==> src/hw/qbp_params.svh <==
// qbp_params.svh: port widths, reset values, bit positions and timing counts of the port block
`ifndef QBP_PARAMS_SVH
`define QBP_PARAMS_SVH

// ----------------------------------------------------------------------------
// port widths
// ----------------------------------------------------------------------------
`define QBP_P1_W 8
`define QBP_P3_W 8
`define QBP_P4_W 5
`define QBP_BUS_W 8

// ----------------------------------------------------------------------------
// reset values
// ----------------------------------------------------------------------------
`define QBP_LATCH_RST 8'hff
`define QBP_RDATA_RST 8'h00
`define QBP_ALT_IN_IDLE 1'b1

// ----------------------------------------------------------------------------
// port 3 bit positions
// ----------------------------------------------------------------------------
`define QBP_P3_SER_RX 0
`define QBP_P3_SER_TX 1
`define QBP_P3_IRQ0 2
`define QBP_P3_IRQ1 3
`define QBP_P3_T0 4
`define QBP_P3_T1_SS 5
`define QBP_P3_WR 6
`define QBP_P3_RD 7
`define QBP_P3_FORCE_MASK 8'h42

// ----------------------------------------------------------------------------
// port 4 bit positions
// ----------------------------------------------------------------------------
`define QBP_P4_CAN_TX 0
`define QBP_P4_CAN_RX 1
`define QBP_P4_MISO 2
`define QBP_P4_SCK 3
`define QBP_P4_MOSI 4

// ----------------------------------------------------------------------------
// strong pull-up timing
// ----------------------------------------------------------------------------
`define QBP_CLK_PS 8000
`define QBP_OSC_PS 8000
`define QBP_BOOST_OSC 2
`define QBP_BOOST_CYC (((`QBP_BOOST_OSC * `QBP_OSC_PS) + `QBP_CLK_PS - 1) / `QBP_CLK_PS)

`endif

==> src/hw/qbp_pkg.sv <==
// qbp_pkg.sv: types and shared functions of the port block
package qbp_pkg;

  // --------------------------------------------------------------------------
  // port selection on the internal bus
  // --------------------------------------------------------------------------
  typedef enum logic [1:0] {
    QBP_SEL_P1 = 2'h0,
    QBP_SEL_P3 = 2'h1,
    QBP_SEL_P4 = 2'h2,
    QBP_SEL_NONE = 2'h3
  } qbp_sel_t;

  // --------------------------------------------------------------------------
  // an alternate input only sees the pin while its latch bit is set
  // --------------------------------------------------------------------------
  function automatic logic qbp_gate(input logic latch_bit, input logic pin_bit);
    return latch_bit ? pin_bit : 1'b1;
  endfunction

endpackage

==> src/hw/qbp_drv_if.sv <==
// qbp_drv_if.sv: carrier between the port core and one pin driver bank
interface qbp_drv_if #(
  parameter int W = 8
);
  logic [W-1:0] latch;
  logic [W-1:0] alt_val;
  logic [W-1:0] pin_o;
  logic [W-1:0] pin_oe_n;
  logic [W-1:0] weak_pu;
  logic [W-1:0] boost;

  modport core (
    output latch,
    output alt_val,
    input pin_o,
    input pin_oe_n,
    input weak_pu,
    input boost
  );

  modport drv (
    input latch,
    input alt_val,
    output pin_o,
    output pin_oe_n,
    output weak_pu,
    output boost
  );
endinterface

==> src/hw/qbp_sync.sv <==
// qbp_sync.sv: two-stage pin synchroniser bank
module qbp_sync #(
  parameter int W = 8
) (
  input wire logic clock_i,
  input wire logic resetn_i,
  input wire logic [W-1:0] async_i,
  output logic [W-1:0] sync_o
);

  logic [W-1:0] stage1;

  // first stage feeds only the second stage
  always_ff @(posedge clock_i) begin
    if (!resetn_i) begin
      stage1 <= '1;
      sync_o <= '1;
    end else begin
      stage1 <= async_i;
      sync_o <= stage1;
    end
  end

endmodule // qbp_sync

==> src/hw/qbp_pin_drv.sv <==
// qbp_pin_drv.sv: quasi-bidirectional pin drivers with zero-to-one boost
`include "qbp_params.svh"

module qbp_pin_drv #(
  parameter int W = 8,
  parameter int BOOST_CYC = `QBP_BOOST_CYC
) (
  input wire logic clock_i,
  input wire logic resetn_i,
  qbp_drv_if.drv port_if
);

  localparam int CW = $clog2(BOOST_CYC + 1);

  logic [W-1:0] val;
  logic [W-1:0] rise;
  logic [W-1:0] drv_q;
  logic [W-1:0] next_boost;
  logic [CW-1:0] cnt [W];
  logic [CW-1:0] next_cnt [W];

  // pin level is latch and alternate output together
  assign val = port_if.latch & port_if.alt_val;
  assign rise = val & ~drv_q;

  // per-bit boost counter, restarted on each zero-to-one step
  always_comb begin
    for (int b = 0; b < W; b++) begin
      next_cnt[b] = cnt[b];
      if (rise[b]) begin
        next_cnt[b] = CW'(BOOST_CYC);
      end else if (cnt[b] != '0) begin
        next_cnt[b] = cnt[b] - 1'b1;
      end
      next_boost[b] = (next_cnt[b] != '0);
    end
  end

  // registered pin drive: low drives, high is driven during boost, then released to the weak pull-up
  always_ff @(posedge clock_i) begin
    if (!resetn_i) begin
      drv_q <= '1;
      port_if.pin_o <= '1;
      port_if.pin_oe_n <= '1;
      port_if.weak_pu <= '1;
      port_if.boost <= '0;
      for (int b = 0; b < W; b++) begin
        cnt[b] <= '0;
      end
    end else begin
      drv_q <= val;
      port_if.pin_o <= val;
      port_if.pin_oe_n <= ~(~val | next_boost);
      port_if.weak_pu <= val;
      port_if.boost <= next_boost;
      for (int b = 0; b < W; b++) begin
        cnt[b] <= next_cnt[b];
      end
    end
  end

endmodule // qbp_pin_drv

==> src/hw/qbp_port_top.sv <==
// qbp_port_top.sv: latches, read paths and pin logic of ports 1, 3 and 4
`include "qbp_params.svh"

// Function
// - a set port-3 latch bit pulls its pin weakly high once the rise boost ends
// - port-3 alternates need latch one, except serial transmit and write strobe
// - port-4 CAN receive sees the line only with its latch bit set
// - port-3 bits map to serial, interrupt, timer, select and strobe functions
// - port-4 bits map to CAN transmit, CAN receive, MISO, SCK, MOSI
// - each bit is a D latch loaded from the bus on a write strobe
// - latch read returns latch outputs, pin read returns sampled pin levels
// - read-modify-write reads use the latch path, other reads the pin path
// - every bit is input or output on its own, no shared direction
// - output pin follows latch; writing one releases the pull-down
// - with latch set the alternate output decides the level, as an AND
// - reset sets every latch bit to one
// - after a latch rise the strong pull-up is on for two oscillator periods
module qbp_port_top #(
  parameter int P1_W = `QBP_P1_W,
  parameter int P3_W = `QBP_P3_W,
  parameter int P4_W = `QBP_P4_W,
  parameter int BOOST_CYC = `QBP_BOOST_CYC
) (
  input wire logic clock_i,
  input wire logic resetn_i,
  // internal cpu bus
  input wire logic [1:0] port_sel_i,
  input wire logic wr_i,
  input wire logic rd_i,
  input wire logic rmw_i,
  input wire logic [`QBP_BUS_W-1:0] wdata_i,
  output logic [`QBP_BUS_W-1:0] rdata_o,
  output logic rvalid_o,
  // port 1 pins
  input wire logic [P1_W-1:0] p1_pin_i,
  output logic [P1_W-1:0] p1_pin_o,
  output logic [P1_W-1:0] p1_pin_oe_n_o,
  output logic [P1_W-1:0] p1_weak_pu_o,
  output logic [P1_W-1:0] p1_boost_o,
  // port 3 pins
  input wire logic [P3_W-1:0] p3_pin_i,
  output logic [P3_W-1:0] p3_pin_o,
  output logic [P3_W-1:0] p3_pin_oe_n_o,
  output logic [P3_W-1:0] p3_weak_pu_o,
  output logic [P3_W-1:0] p3_boost_o,
  // port 4 pins
  input wire logic [P4_W-1:0] p4_pin_i,
  output logic [P4_W-1:0] p4_pin_o,
  output logic [P4_W-1:0] p4_pin_oe_n_o,
  output logic [P4_W-1:0] p4_weak_pu_o,
  output logic [P4_W-1:0] p4_boost_o,
  // alternate outputs from peripherals, high when idle; the two active flags are low when idle
  input wire logic [P1_W-1:0] p1_alt_out_i,
  input wire logic ser_rx_out_i,
  input wire logic ser_tx_out_i,
  input wire logic ser_tx_active_i,
  input wire logic ext_wr_strobe_n_i,
  input wire logic ext_wr_active_i,
  input wire logic ext_rd_strobe_n_i,
  input wire logic can_tx_out_i,
  input wire logic spi_miso_out_i,
  input wire logic spi_sck_out_i,
  input wire logic spi_mosi_out_i,
  // alternate inputs to peripherals
  output logic [P1_W-1:0] p1_alt_in_o,
  output logic ser_rx_in_o,
  output logic ser_clk_in_o,
  output logic ext_irq_zero_in_o,
  output logic ext_irq_one_in_o,
  output logic timer_zero_count_in_o,
  output logic timer_one_count_in_o,
  output logic spi_ss_in_o,
  output logic can_rx_in_o,
  output logic spi_miso_in_o,
  output logic spi_sck_in_o,
  output logic spi_mosi_in_o
);

  // --------------------------------------------------------------------------
  // declarations
  // --------------------------------------------------------------------------
  logic [P1_W-1:0] port_latch_byte_p1;
  logic [P3_W-1:0] port_latch_byte_p3;
  logic [P4_W-1:0] port_latch_byte_p4;
  logic [P1_W-1:0] p1_sync;
  logic [P3_W-1:0] p3_sync;
  logic [P4_W-1:0] p4_sync;
  logic [P3_W-1:0] p3_alt_val;
  logic [P3_W-1:0] p3_force;
  logic [P4_W-1:0] p4_alt_val;
  logic sel_p1;
  logic sel_p3;
  logic sel_p4;
  logic wr_p1;
  logic wr_p3;
  logic wr_p4;
  logic [`QBP_BUS_W-1:0] lat_sel;
  logic [`QBP_BUS_W-1:0] pin_sel;
  logic [`QBP_BUS_W-1:0] next_rdata;

  qbp_drv_if #(.W(P1_W)) p1_if ();
  qbp_drv_if #(.W(P3_W)) p3_if ();
  qbp_drv_if #(.W(P4_W)) p4_if ();

  // --------------------------------------------------------------------------
  // port select decode
  // --------------------------------------------------------------------------
  // true when the bus select names the given port
  function automatic logic sel_hit(input logic [1:0] sel, input qbp_pkg::qbp_sel_t which);
    return qbp_pkg::qbp_sel_t'(sel) == which;
  endfunction

  // one flag per port, shared by the write strobes and both read views
  assign sel_p1 = sel_hit(port_sel_i, qbp_pkg::QBP_SEL_P1);
  assign sel_p3 = sel_hit(port_sel_i, qbp_pkg::QBP_SEL_P3);
  assign sel_p4 = sel_hit(port_sel_i, qbp_pkg::QBP_SEL_P4);

  // --------------------------------------------------------------------------
  // write decode
  // --------------------------------------------------------------------------
  // one strobe per port, unmapped selection writes nothing
  assign wr_p1 = wr_i && sel_p1;
  assign wr_p3 = wr_i && sel_p3;
  assign wr_p4 = wr_i && sel_p4;

  // --------------------------------------------------------------------------
  // port latches
  // --------------------------------------------------------------------------
  // each bit is its own latch, so each line picks its direction alone
  always_ff @(posedge clock_i) begin
    if (!resetn_i) begin
      port_latch_byte_p1 <= P1_W'(`QBP_LATCH_RST);
      port_latch_byte_p3 <= P3_W'(`QBP_LATCH_RST);
      port_latch_byte_p4 <= P4_W'(`QBP_LATCH_RST);
    end else begin
      if (wr_p1) begin
        port_latch_byte_p1 <= wdata_i[P1_W-1:0];
      end
      if (wr_p3) begin
        port_latch_byte_p3 <= wdata_i[P3_W-1:0];
      end
      if (wr_p4) begin
        port_latch_byte_p4 <= wdata_i[P4_W-1:0];
      end
    end
  end

  // --------------------------------------------------------------------------
  // pin synchronisers
  // --------------------------------------------------------------------------
  // every consumer of a pin level sees the second stage only
  qbp_sync #(.W(P1_W)) u_sync_p1 (
    .clock_i(clock_i),
    .resetn_i(resetn_i),
    .async_i(p1_pin_i),
    .sync_o(p1_sync)
  );

  qbp_sync #(.W(P3_W)) u_sync_p3 (
    .clock_i(clock_i),
    .resetn_i(resetn_i),
    .async_i(p3_pin_i),
    .sync_o(p3_sync)
  );

  qbp_sync #(.W(P4_W)) u_sync_p4 (
    .clock_i(clock_i),
    .resetn_i(resetn_i),
    .async_i(p4_pin_i),
    .sync_o(p4_sync)
  );

  // --------------------------------------------------------------------------
  // read paths
  // --------------------------------------------------------------------------
  // latch view and pin view of the selected port, unused upper bits zero
  assign lat_sel = sel_p1 ?
                   `QBP_BUS_W'(port_latch_byte_p1) :
                   sel_p3 ?
                   `QBP_BUS_W'(port_latch_byte_p3) :
                   sel_p4 ?
                   `QBP_BUS_W'(port_latch_byte_p4) : `QBP_RDATA_RST;
  assign pin_sel = sel_p1 ?
                   `QBP_BUS_W'(p1_sync) :
                   sel_p3 ?
                   `QBP_BUS_W'(p3_sync) :
                   sel_p4 ?
                   `QBP_BUS_W'(p4_sync) : `QBP_RDATA_RST;
  // read-modify-write operands come from the latch, avoiding loaded-pin errors
  assign next_rdata = rmw_i ? lat_sel : pin_sel;

  // read data register, one cycle after the read strobe
  always_ff @(posedge clock_i) begin
    if (!resetn_i) begin
      rdata_o <= `QBP_RDATA_RST;
      rvalid_o <= 1'b0;
    end else begin
      rvalid_o <= rd_i;
      if (rd_i) begin
        rdata_o <= next_rdata;
      end
    end
  end

  // --------------------------------------------------------------------------
  // alternate output selection
  // --------------------------------------------------------------------------
  // port 3: only the serial transmit and write strobe override a cleared latch
  assign p3_alt_val = {ext_rd_strobe_n_i, ext_wr_strobe_n_i, 4'hf,
                       ser_tx_out_i, ser_rx_out_i};
  assign p3_force = `QBP_P3_FORCE_MASK &
                    {1'b0, ext_wr_active_i, 4'h0, ser_tx_active_i, 1'b0};
  // port 4: the CAN receive position stays released
  assign p4_alt_val = {spi_mosi_out_i, spi_sck_out_i, spi_miso_out_i,
                       1'b1, can_tx_out_i};

  // driver bank inputs
  assign p1_if.latch = port_latch_byte_p1;
  assign p1_if.alt_val = p1_alt_out_i;
  assign p3_if.latch = port_latch_byte_p3 | p3_force;
  assign p3_if.alt_val = p3_alt_val;
  assign p4_if.latch = port_latch_byte_p4;
  assign p4_if.alt_val = p4_alt_val;

  // --------------------------------------------------------------------------
  // pin drivers
  // --------------------------------------------------------------------------
  qbp_pin_drv #(.W(P1_W), .BOOST_CYC(BOOST_CYC)) u_drv_p1 (
    .clock_i(clock_i),
    .resetn_i(resetn_i),
    .port_if(p1_if.drv)
  );

  qbp_pin_drv #(.W(P3_W), .BOOST_CYC(BOOST_CYC)) u_drv_p3 (
    .clock_i(clock_i),
    .resetn_i(resetn_i),
    .port_if(p3_if.drv)
  );

  qbp_pin_drv #(.W(P4_W), .BOOST_CYC(BOOST_CYC)) u_drv_p4 (
    .clock_i(clock_i),
    .resetn_i(resetn_i),
    .port_if(p4_if.drv)
  );

  // registered pin outputs of the driver banks
  assign p1_pin_o = p1_if.pin_o;
  assign p1_pin_oe_n_o = p1_if.pin_oe_n;
  assign p1_weak_pu_o = p1_if.weak_pu;
  assign p1_boost_o = p1_if.boost;
  assign p3_pin_o = p3_if.pin_o;
  assign p3_pin_oe_n_o = p3_if.pin_oe_n;
  assign p3_weak_pu_o = p3_if.weak_pu;
  assign p3_boost_o = p3_if.boost;
  assign p4_pin_o = p4_if.pin_o;
  assign p4_pin_oe_n_o = p4_if.pin_oe_n;
  assign p4_weak_pu_o = p4_if.weak_pu;
  assign p4_boost_o = p4_if.boost;

  // --------------------------------------------------------------------------
  // alternate inputs
  // --------------------------------------------------------------------------
  // synchronised pin levels, held idle high while the latch bit is clear, except the ungated serial clock input
  always_ff @(posedge clock_i) begin
    if (!resetn_i) begin
      p1_alt_in_o <= '1;
      ser_rx_in_o <= `QBP_ALT_IN_IDLE;
      ser_clk_in_o <= `QBP_ALT_IN_IDLE;
      ext_irq_zero_in_o <= `QBP_ALT_IN_IDLE;
      ext_irq_one_in_o <= `QBP_ALT_IN_IDLE;
      timer_zero_count_in_o <= `QBP_ALT_IN_IDLE;
      timer_one_count_in_o <= `QBP_ALT_IN_IDLE;
      spi_ss_in_o <= `QBP_ALT_IN_IDLE;
      can_rx_in_o <= `QBP_ALT_IN_IDLE;
      spi_miso_in_o <= `QBP_ALT_IN_IDLE;
      spi_sck_in_o <= `QBP_ALT_IN_IDLE;
      spi_mosi_in_o <= `QBP_ALT_IN_IDLE;
    end else begin
      p1_alt_in_o <= p1_sync | ~port_latch_byte_p1;
      ser_rx_in_o <= qbp_pkg::qbp_gate(port_latch_byte_p3[`QBP_P3_SER_RX],
                                       p3_sync[`QBP_P3_SER_RX]);
      ser_clk_in_o <= p3_sync[`QBP_P3_SER_TX];
      ext_irq_zero_in_o <= qbp_pkg::qbp_gate(port_latch_byte_p3[`QBP_P3_IRQ0],
                                             p3_sync[`QBP_P3_IRQ0]);
      ext_irq_one_in_o <= qbp_pkg::qbp_gate(port_latch_byte_p3[`QBP_P3_IRQ1],
                                            p3_sync[`QBP_P3_IRQ1]);
      timer_zero_count_in_o <= qbp_pkg::qbp_gate(port_latch_byte_p3[`QBP_P3_T0],
                                                 p3_sync[`QBP_P3_T0]);
      timer_one_count_in_o <= qbp_pkg::qbp_gate(port_latch_byte_p3[`QBP_P3_T1_SS],
                                                p3_sync[`QBP_P3_T1_SS]);
      spi_ss_in_o <= qbp_pkg::qbp_gate(port_latch_byte_p3[`QBP_P3_T1_SS],
                                       p3_sync[`QBP_P3_T1_SS]);
      can_rx_in_o <= qbp_pkg::qbp_gate(port_latch_byte_p4[`QBP_P4_CAN_RX],
                                       p4_sync[`QBP_P4_CAN_RX]);
      spi_miso_in_o <= qbp_pkg::qbp_gate(port_latch_byte_p4[`QBP_P4_MISO],
                                         p4_sync[`QBP_P4_MISO]);
      spi_sck_in_o <= qbp_pkg::qbp_gate(port_latch_byte_p4[`QBP_P4_SCK],
                                        p4_sync[`QBP_P4_SCK]);
      spi_mosi_in_o <= qbp_pkg::qbp_gate(port_latch_byte_p4[`QBP_P4_MOSI],
                                         p4_sync[`QBP_P4_MOSI]);
    end
  end

endmodule // qbp_port_top

==> config.mk <==
export PLATFORM = sky130hd
export DESIGN_NAME = qbp_port_top
export DESIGN_NICKNAME = d
export VERILOG_FILES = /design/src/hw/qbp_pkg.sv /design/src/hw/qbp_drv_if.sv /design/src/hw/qbp_sync.sv /design/src/hw/qbp_pin_drv.sv /design/src/hw/qbp_port_top.sv
export VERILOG_INCLUDE_DIRS = /design/src /design/src/hw
export SDC_FILE = /design/constraint.sdc
export NUM_CORES = 1
export LEC_CHECK = 0
export BUFFER_PORTS_ARGS = -buffer_cell sky130_fd_sc_hd__buf_2
export CAP_MARGIN = 10
export CORE_MARGIN = 2
export CORE_UTILIZATION = 50
export CTS_CLUSTER_DIAMETER = 80
export CTS_CLUSTER_SIZE = 40
export DETAILED_ROUTE_END_ITERATION = 10
export GPL_TIMING_DRIVEN = 1
export MAX_ROUTING_LAYER = met4
export PLACE_DENSITY = 0.76
export SKIP_LAST_GASP = 1
export SYNTH_ARGS = -nofsm -noshare
export SYNTH_HDL_FRONTEND = slang
export SYNTH_HIERARCHICAL = 1
export SYNTH_SLANG_ARGS = --single-unit
==> constraint.sdc <==
create_clock -name clock_i -period 1.65 [get_ports clock_i]
set_input_delay 0.0825 -clock clock_i [delete_from_list [all_inputs] [get_ports clock_i]]
set_output_delay 0.0825 -clock clock_i [all_outputs]
set_load 0.005 [all_outputs]
==> results.sh <==
export IMPL_antenna_found_initial=0
export IMPL_drtPass1Iterations=5
export IMPL_worst_slack_ns=0.0771
export IMPL_fillers=1039
export IMPL_setup_viol=0
export IMPL_finalCriticalPeriod_ns=1.57
export IMPL_power_density_nw_per_um2=1150
export IMPL_cp_depth=3
export IMPL_wl_met3_um=656
export IMPL_synth_seq_cells=195
export IMPL_cts_tree="done"
export IMPL_core_area_sq_um=12700
export IMPL_ys_warnings_count=6
export IMPL_drv_cap=0
export IMPL_path_cells="or2_2 > a311oi_2 > dlygate4sd3_1"
export IMPL_drt_total_wl_um=15500
export IMPL_post_dp_hpwl_um=10600
export IMPL_grt_pass1_vias=5310
export IMPL_cp_end_kind="flip-flop"
export IMPL_wl_met2_um=8150
export IMPL_clk_pin_slew_ns=0.06
export IMPL_holdPathStages=4
export IMPL_die_h_um=119
export IMPL_grt_pass1_wl_um=25000
export IMPL_synth_area_per_cell_sq_um=10.4
export IMPL_finalHoldViolations=0
export IMPL_gp_congestion=0.848
export IMPL_cts_htree_levels=4
export IMPL_grt_max_degree=40
export IMPL_top_regs="u_drv_p1/cnt (16), u_drv_p3/cnt (16), u_drv_p4/cnt (10)"
export IMPL_via_per_inst=5.15
export IMPL_nNetsFinal=895
export IMPL_wl_met1_um=6200
export IMPL_crit_slowest_cell="dlygate4sd3_1"
export IMPL_design_area_sq_um=8530
export IMPL_tns_ns=0
export IMPL_finalMaxSlewViolations=0
export IMPL_setup_worst_path_start_class="flip-flop"
export IMPL_postRouteAntennaNets=0
export IMPL_rsz0062_at_grt="false"
export IMPL_placed_area_sq_um=7440
export IMPL_clock_root_buffer="clkbuf_16"
export IMPL_p_leak_nw=3.97
export IMPL_ir_worst_vdd_uv=706
export IMPL_ff_latch_area_sq_um=3900
export IMPL_critical_path_top_delay_family="buffers and inverters"
export IMPL_fmax_mhz=636
export IMPL_clock_path_buffers=2
export IMPL_multi_input_area_sq_um=2320
export IMPL_wire_per_inst_um=15.1
export IMPL_r2r_worst_path_cells=3
export IMPL_min_period_over_period_pct=95.3
export IMPL_postCtsSetupRepairBufs=0
export IMPL_syn_inst=631
export IMPL_drt_initial_drc_count=344
export IMPL_num_rows=41
export IMPL_min_path_type="in2reg"
export IMPL_path_class="reg2reg"
export IMPL_io_pins=166
export IMPL_maxSlewHeadroom_pct=57.0
export IMPL_grt_usage_pct=22.9
export IMPL_top_layer="met4"
export IMPL_final_core_util_pct=67.0
export IMPL_vias=5283
export IMPL_cp_slowest_stage_delay_ns=0.59
export IMPL_skew_ns=0.00739
export IMPL_crit_buf_inv=1
export IMPL_clock_latency_ns=0.42
export IMPL_synth_edf_count=0
export IMPL_place_ws_ns=0.107
export IMPL_worstPathRequired_ns=2.01
export IMPL_most_common_layout_cells="dfxtp_1 (195), buf_2 (164), nand2_1 (142), dlygate4sd3_1 (51), nand3_1 (47)"
export IMPL_die_area_sq_um=14100
export IMPL_clock_sinks=195
export IMPL_cp_max_fo=3
export IMPL_mostFrequentLayoutCell="dfxtp_1"
export IMPL_synth_cell_types=31
export IMPL_initial_core_util_pct=51.6
export IMPL_io_buffer_count=165
export IMPL_antennaDiodeCount=0
export IMPL_route_detailed_drc=0
export IMPL_grt_overflow=0
export IMPL_worstMarginPinSlew_ns=0.642
export IMPL_synth_ff_type="dfxtp_1"
export IMPL_layout_drive_gt1_share_pct=26.2
export IMPL_synthArstFlopShare_pct=0
export IMPL_synth_seq_area_share_pct=59.5
export IMPL_die_w_um=119
export IMPL_p_total_mw=9.85
export IMPL_critical_path_arrival_ns=1.93
export IMPL_area_growth_pct=30.0
export IMPL_syn_area_sq_um=6560
export IMPL_cts_made_buffers=17
export IMPL_status="complete, no violations"
## cell type report
| cell class | instances | area share, % |
|---|---|---|
| inverter | 23 | 1.01 |
| clock inverter | 11 | 1.29 |
| tap | 172 | 2.52 |
| sequential | 195 | 45.8 |
| clock buffer | 21 | 5.40 |
| multi-input combinational | 379 | 27.2 |
| timing repair buffer | 225 | 16.8 |
## routing by layer
layer / vias to the layer above / GRT usage (%)
met5: - / -
met1: 2522 / 25.2
met3: 34 / 4.44
li1: 2547 / -
met4: 0 / 10.9
met2: 180 / 39.7
## final timing paths
| path | start | endpoint | slack, ns |
|---|---|---|---|
| max | port_latch_byte_p3[1] | u_drv_p3/cnt[0][2] | 0.08 |
| min | ext_wr_active_i | u_drv_p3/drv_q[6] | 0.03 |
| max reg2reg | port_latch_byte_p3[1] | u_drv_p3/cnt[0][2] | 0.08 |
| min reg2reg | u_sync_p3/stage1[1] | u_sync_p3/sync_o[1] | 0.40 |
## synthesized netlist by cell type, drive strengths merged (2+ instances only)
| library cell | number | area share (%) |
|---|---|---|
| nand3 | 47 | 3.6 |
| nand4b | 21 | 2.8 |
| a21oi | 3 | 0.23 |
| nor2b | 13 | 1.2 |
| dfxtp | 195 | 59 |
| a32o | 5 | 0.76 |
| buf | 39 | 4.3 |
| a221o | 10 | 1.5 |
| mux4 | 3 | 1.2 |
| clkbuf | 9 | 0.51 |
| a311oi | 21 | 3.3 |
| mux2 | 10 | 2.0 |
| o31ai | 21 | 2.4 |
| nand2 | 142 | 8.1 |
| nand3b | 19 | 2.2 |
| nand2b | 33 | 3.1 |
| inv | 22 | 1.3 |
| or2b | 10 | 1.1 |
| or2 | 2 | 0.19 |
## report_power, final
group	total, mW	internal, mW	leakage, nW	switching, mW
clock	3.95	2.29	0.282	1.65
combinational	0.818	0.421	2.08	0.397
sequential	5.08	4.94	1.61	0.143
total	9.85	7.65	3.97	2.19
## stage by stage
stage	cells	hold WS, ns
2_1_floorplan	645	0.156
3_3_place_gp	943	0.262
3_5_place_dp	943	0.268
4_1_cts	1026	0.00972
5_1_grt	1026	0.0220
6_report	1026	0.0254
## timing repair
item | in CTS | in global routing
hold buffers | 51 | 0
setup endpoints to repair | 0 | 1
hold endpoints to repair | 121 | 0
gates resized for setup | 0 | 1
## logic make-up (layout without fill, tap and decap cells)
group	Yosys count	after routing	synth area share, %
AND/OR/NAND/NOR	291	291	23.0
flip-flops	195	195	59.5
buffers and inverters	71	280	6.08
AO/OA/AOI/OAI	60	60	8.20
multiplexers	13	13	3.20
other	1	15	0.0572
## worst reg2reg max path: cells and delay by family (launching register included)
family	cells	cell delay [ns]
buf+inv	1	0.59
flops	1	0.34
simple gates	1	0.34
compound gates	1	0.25
(Power assumes the default switching activity.)
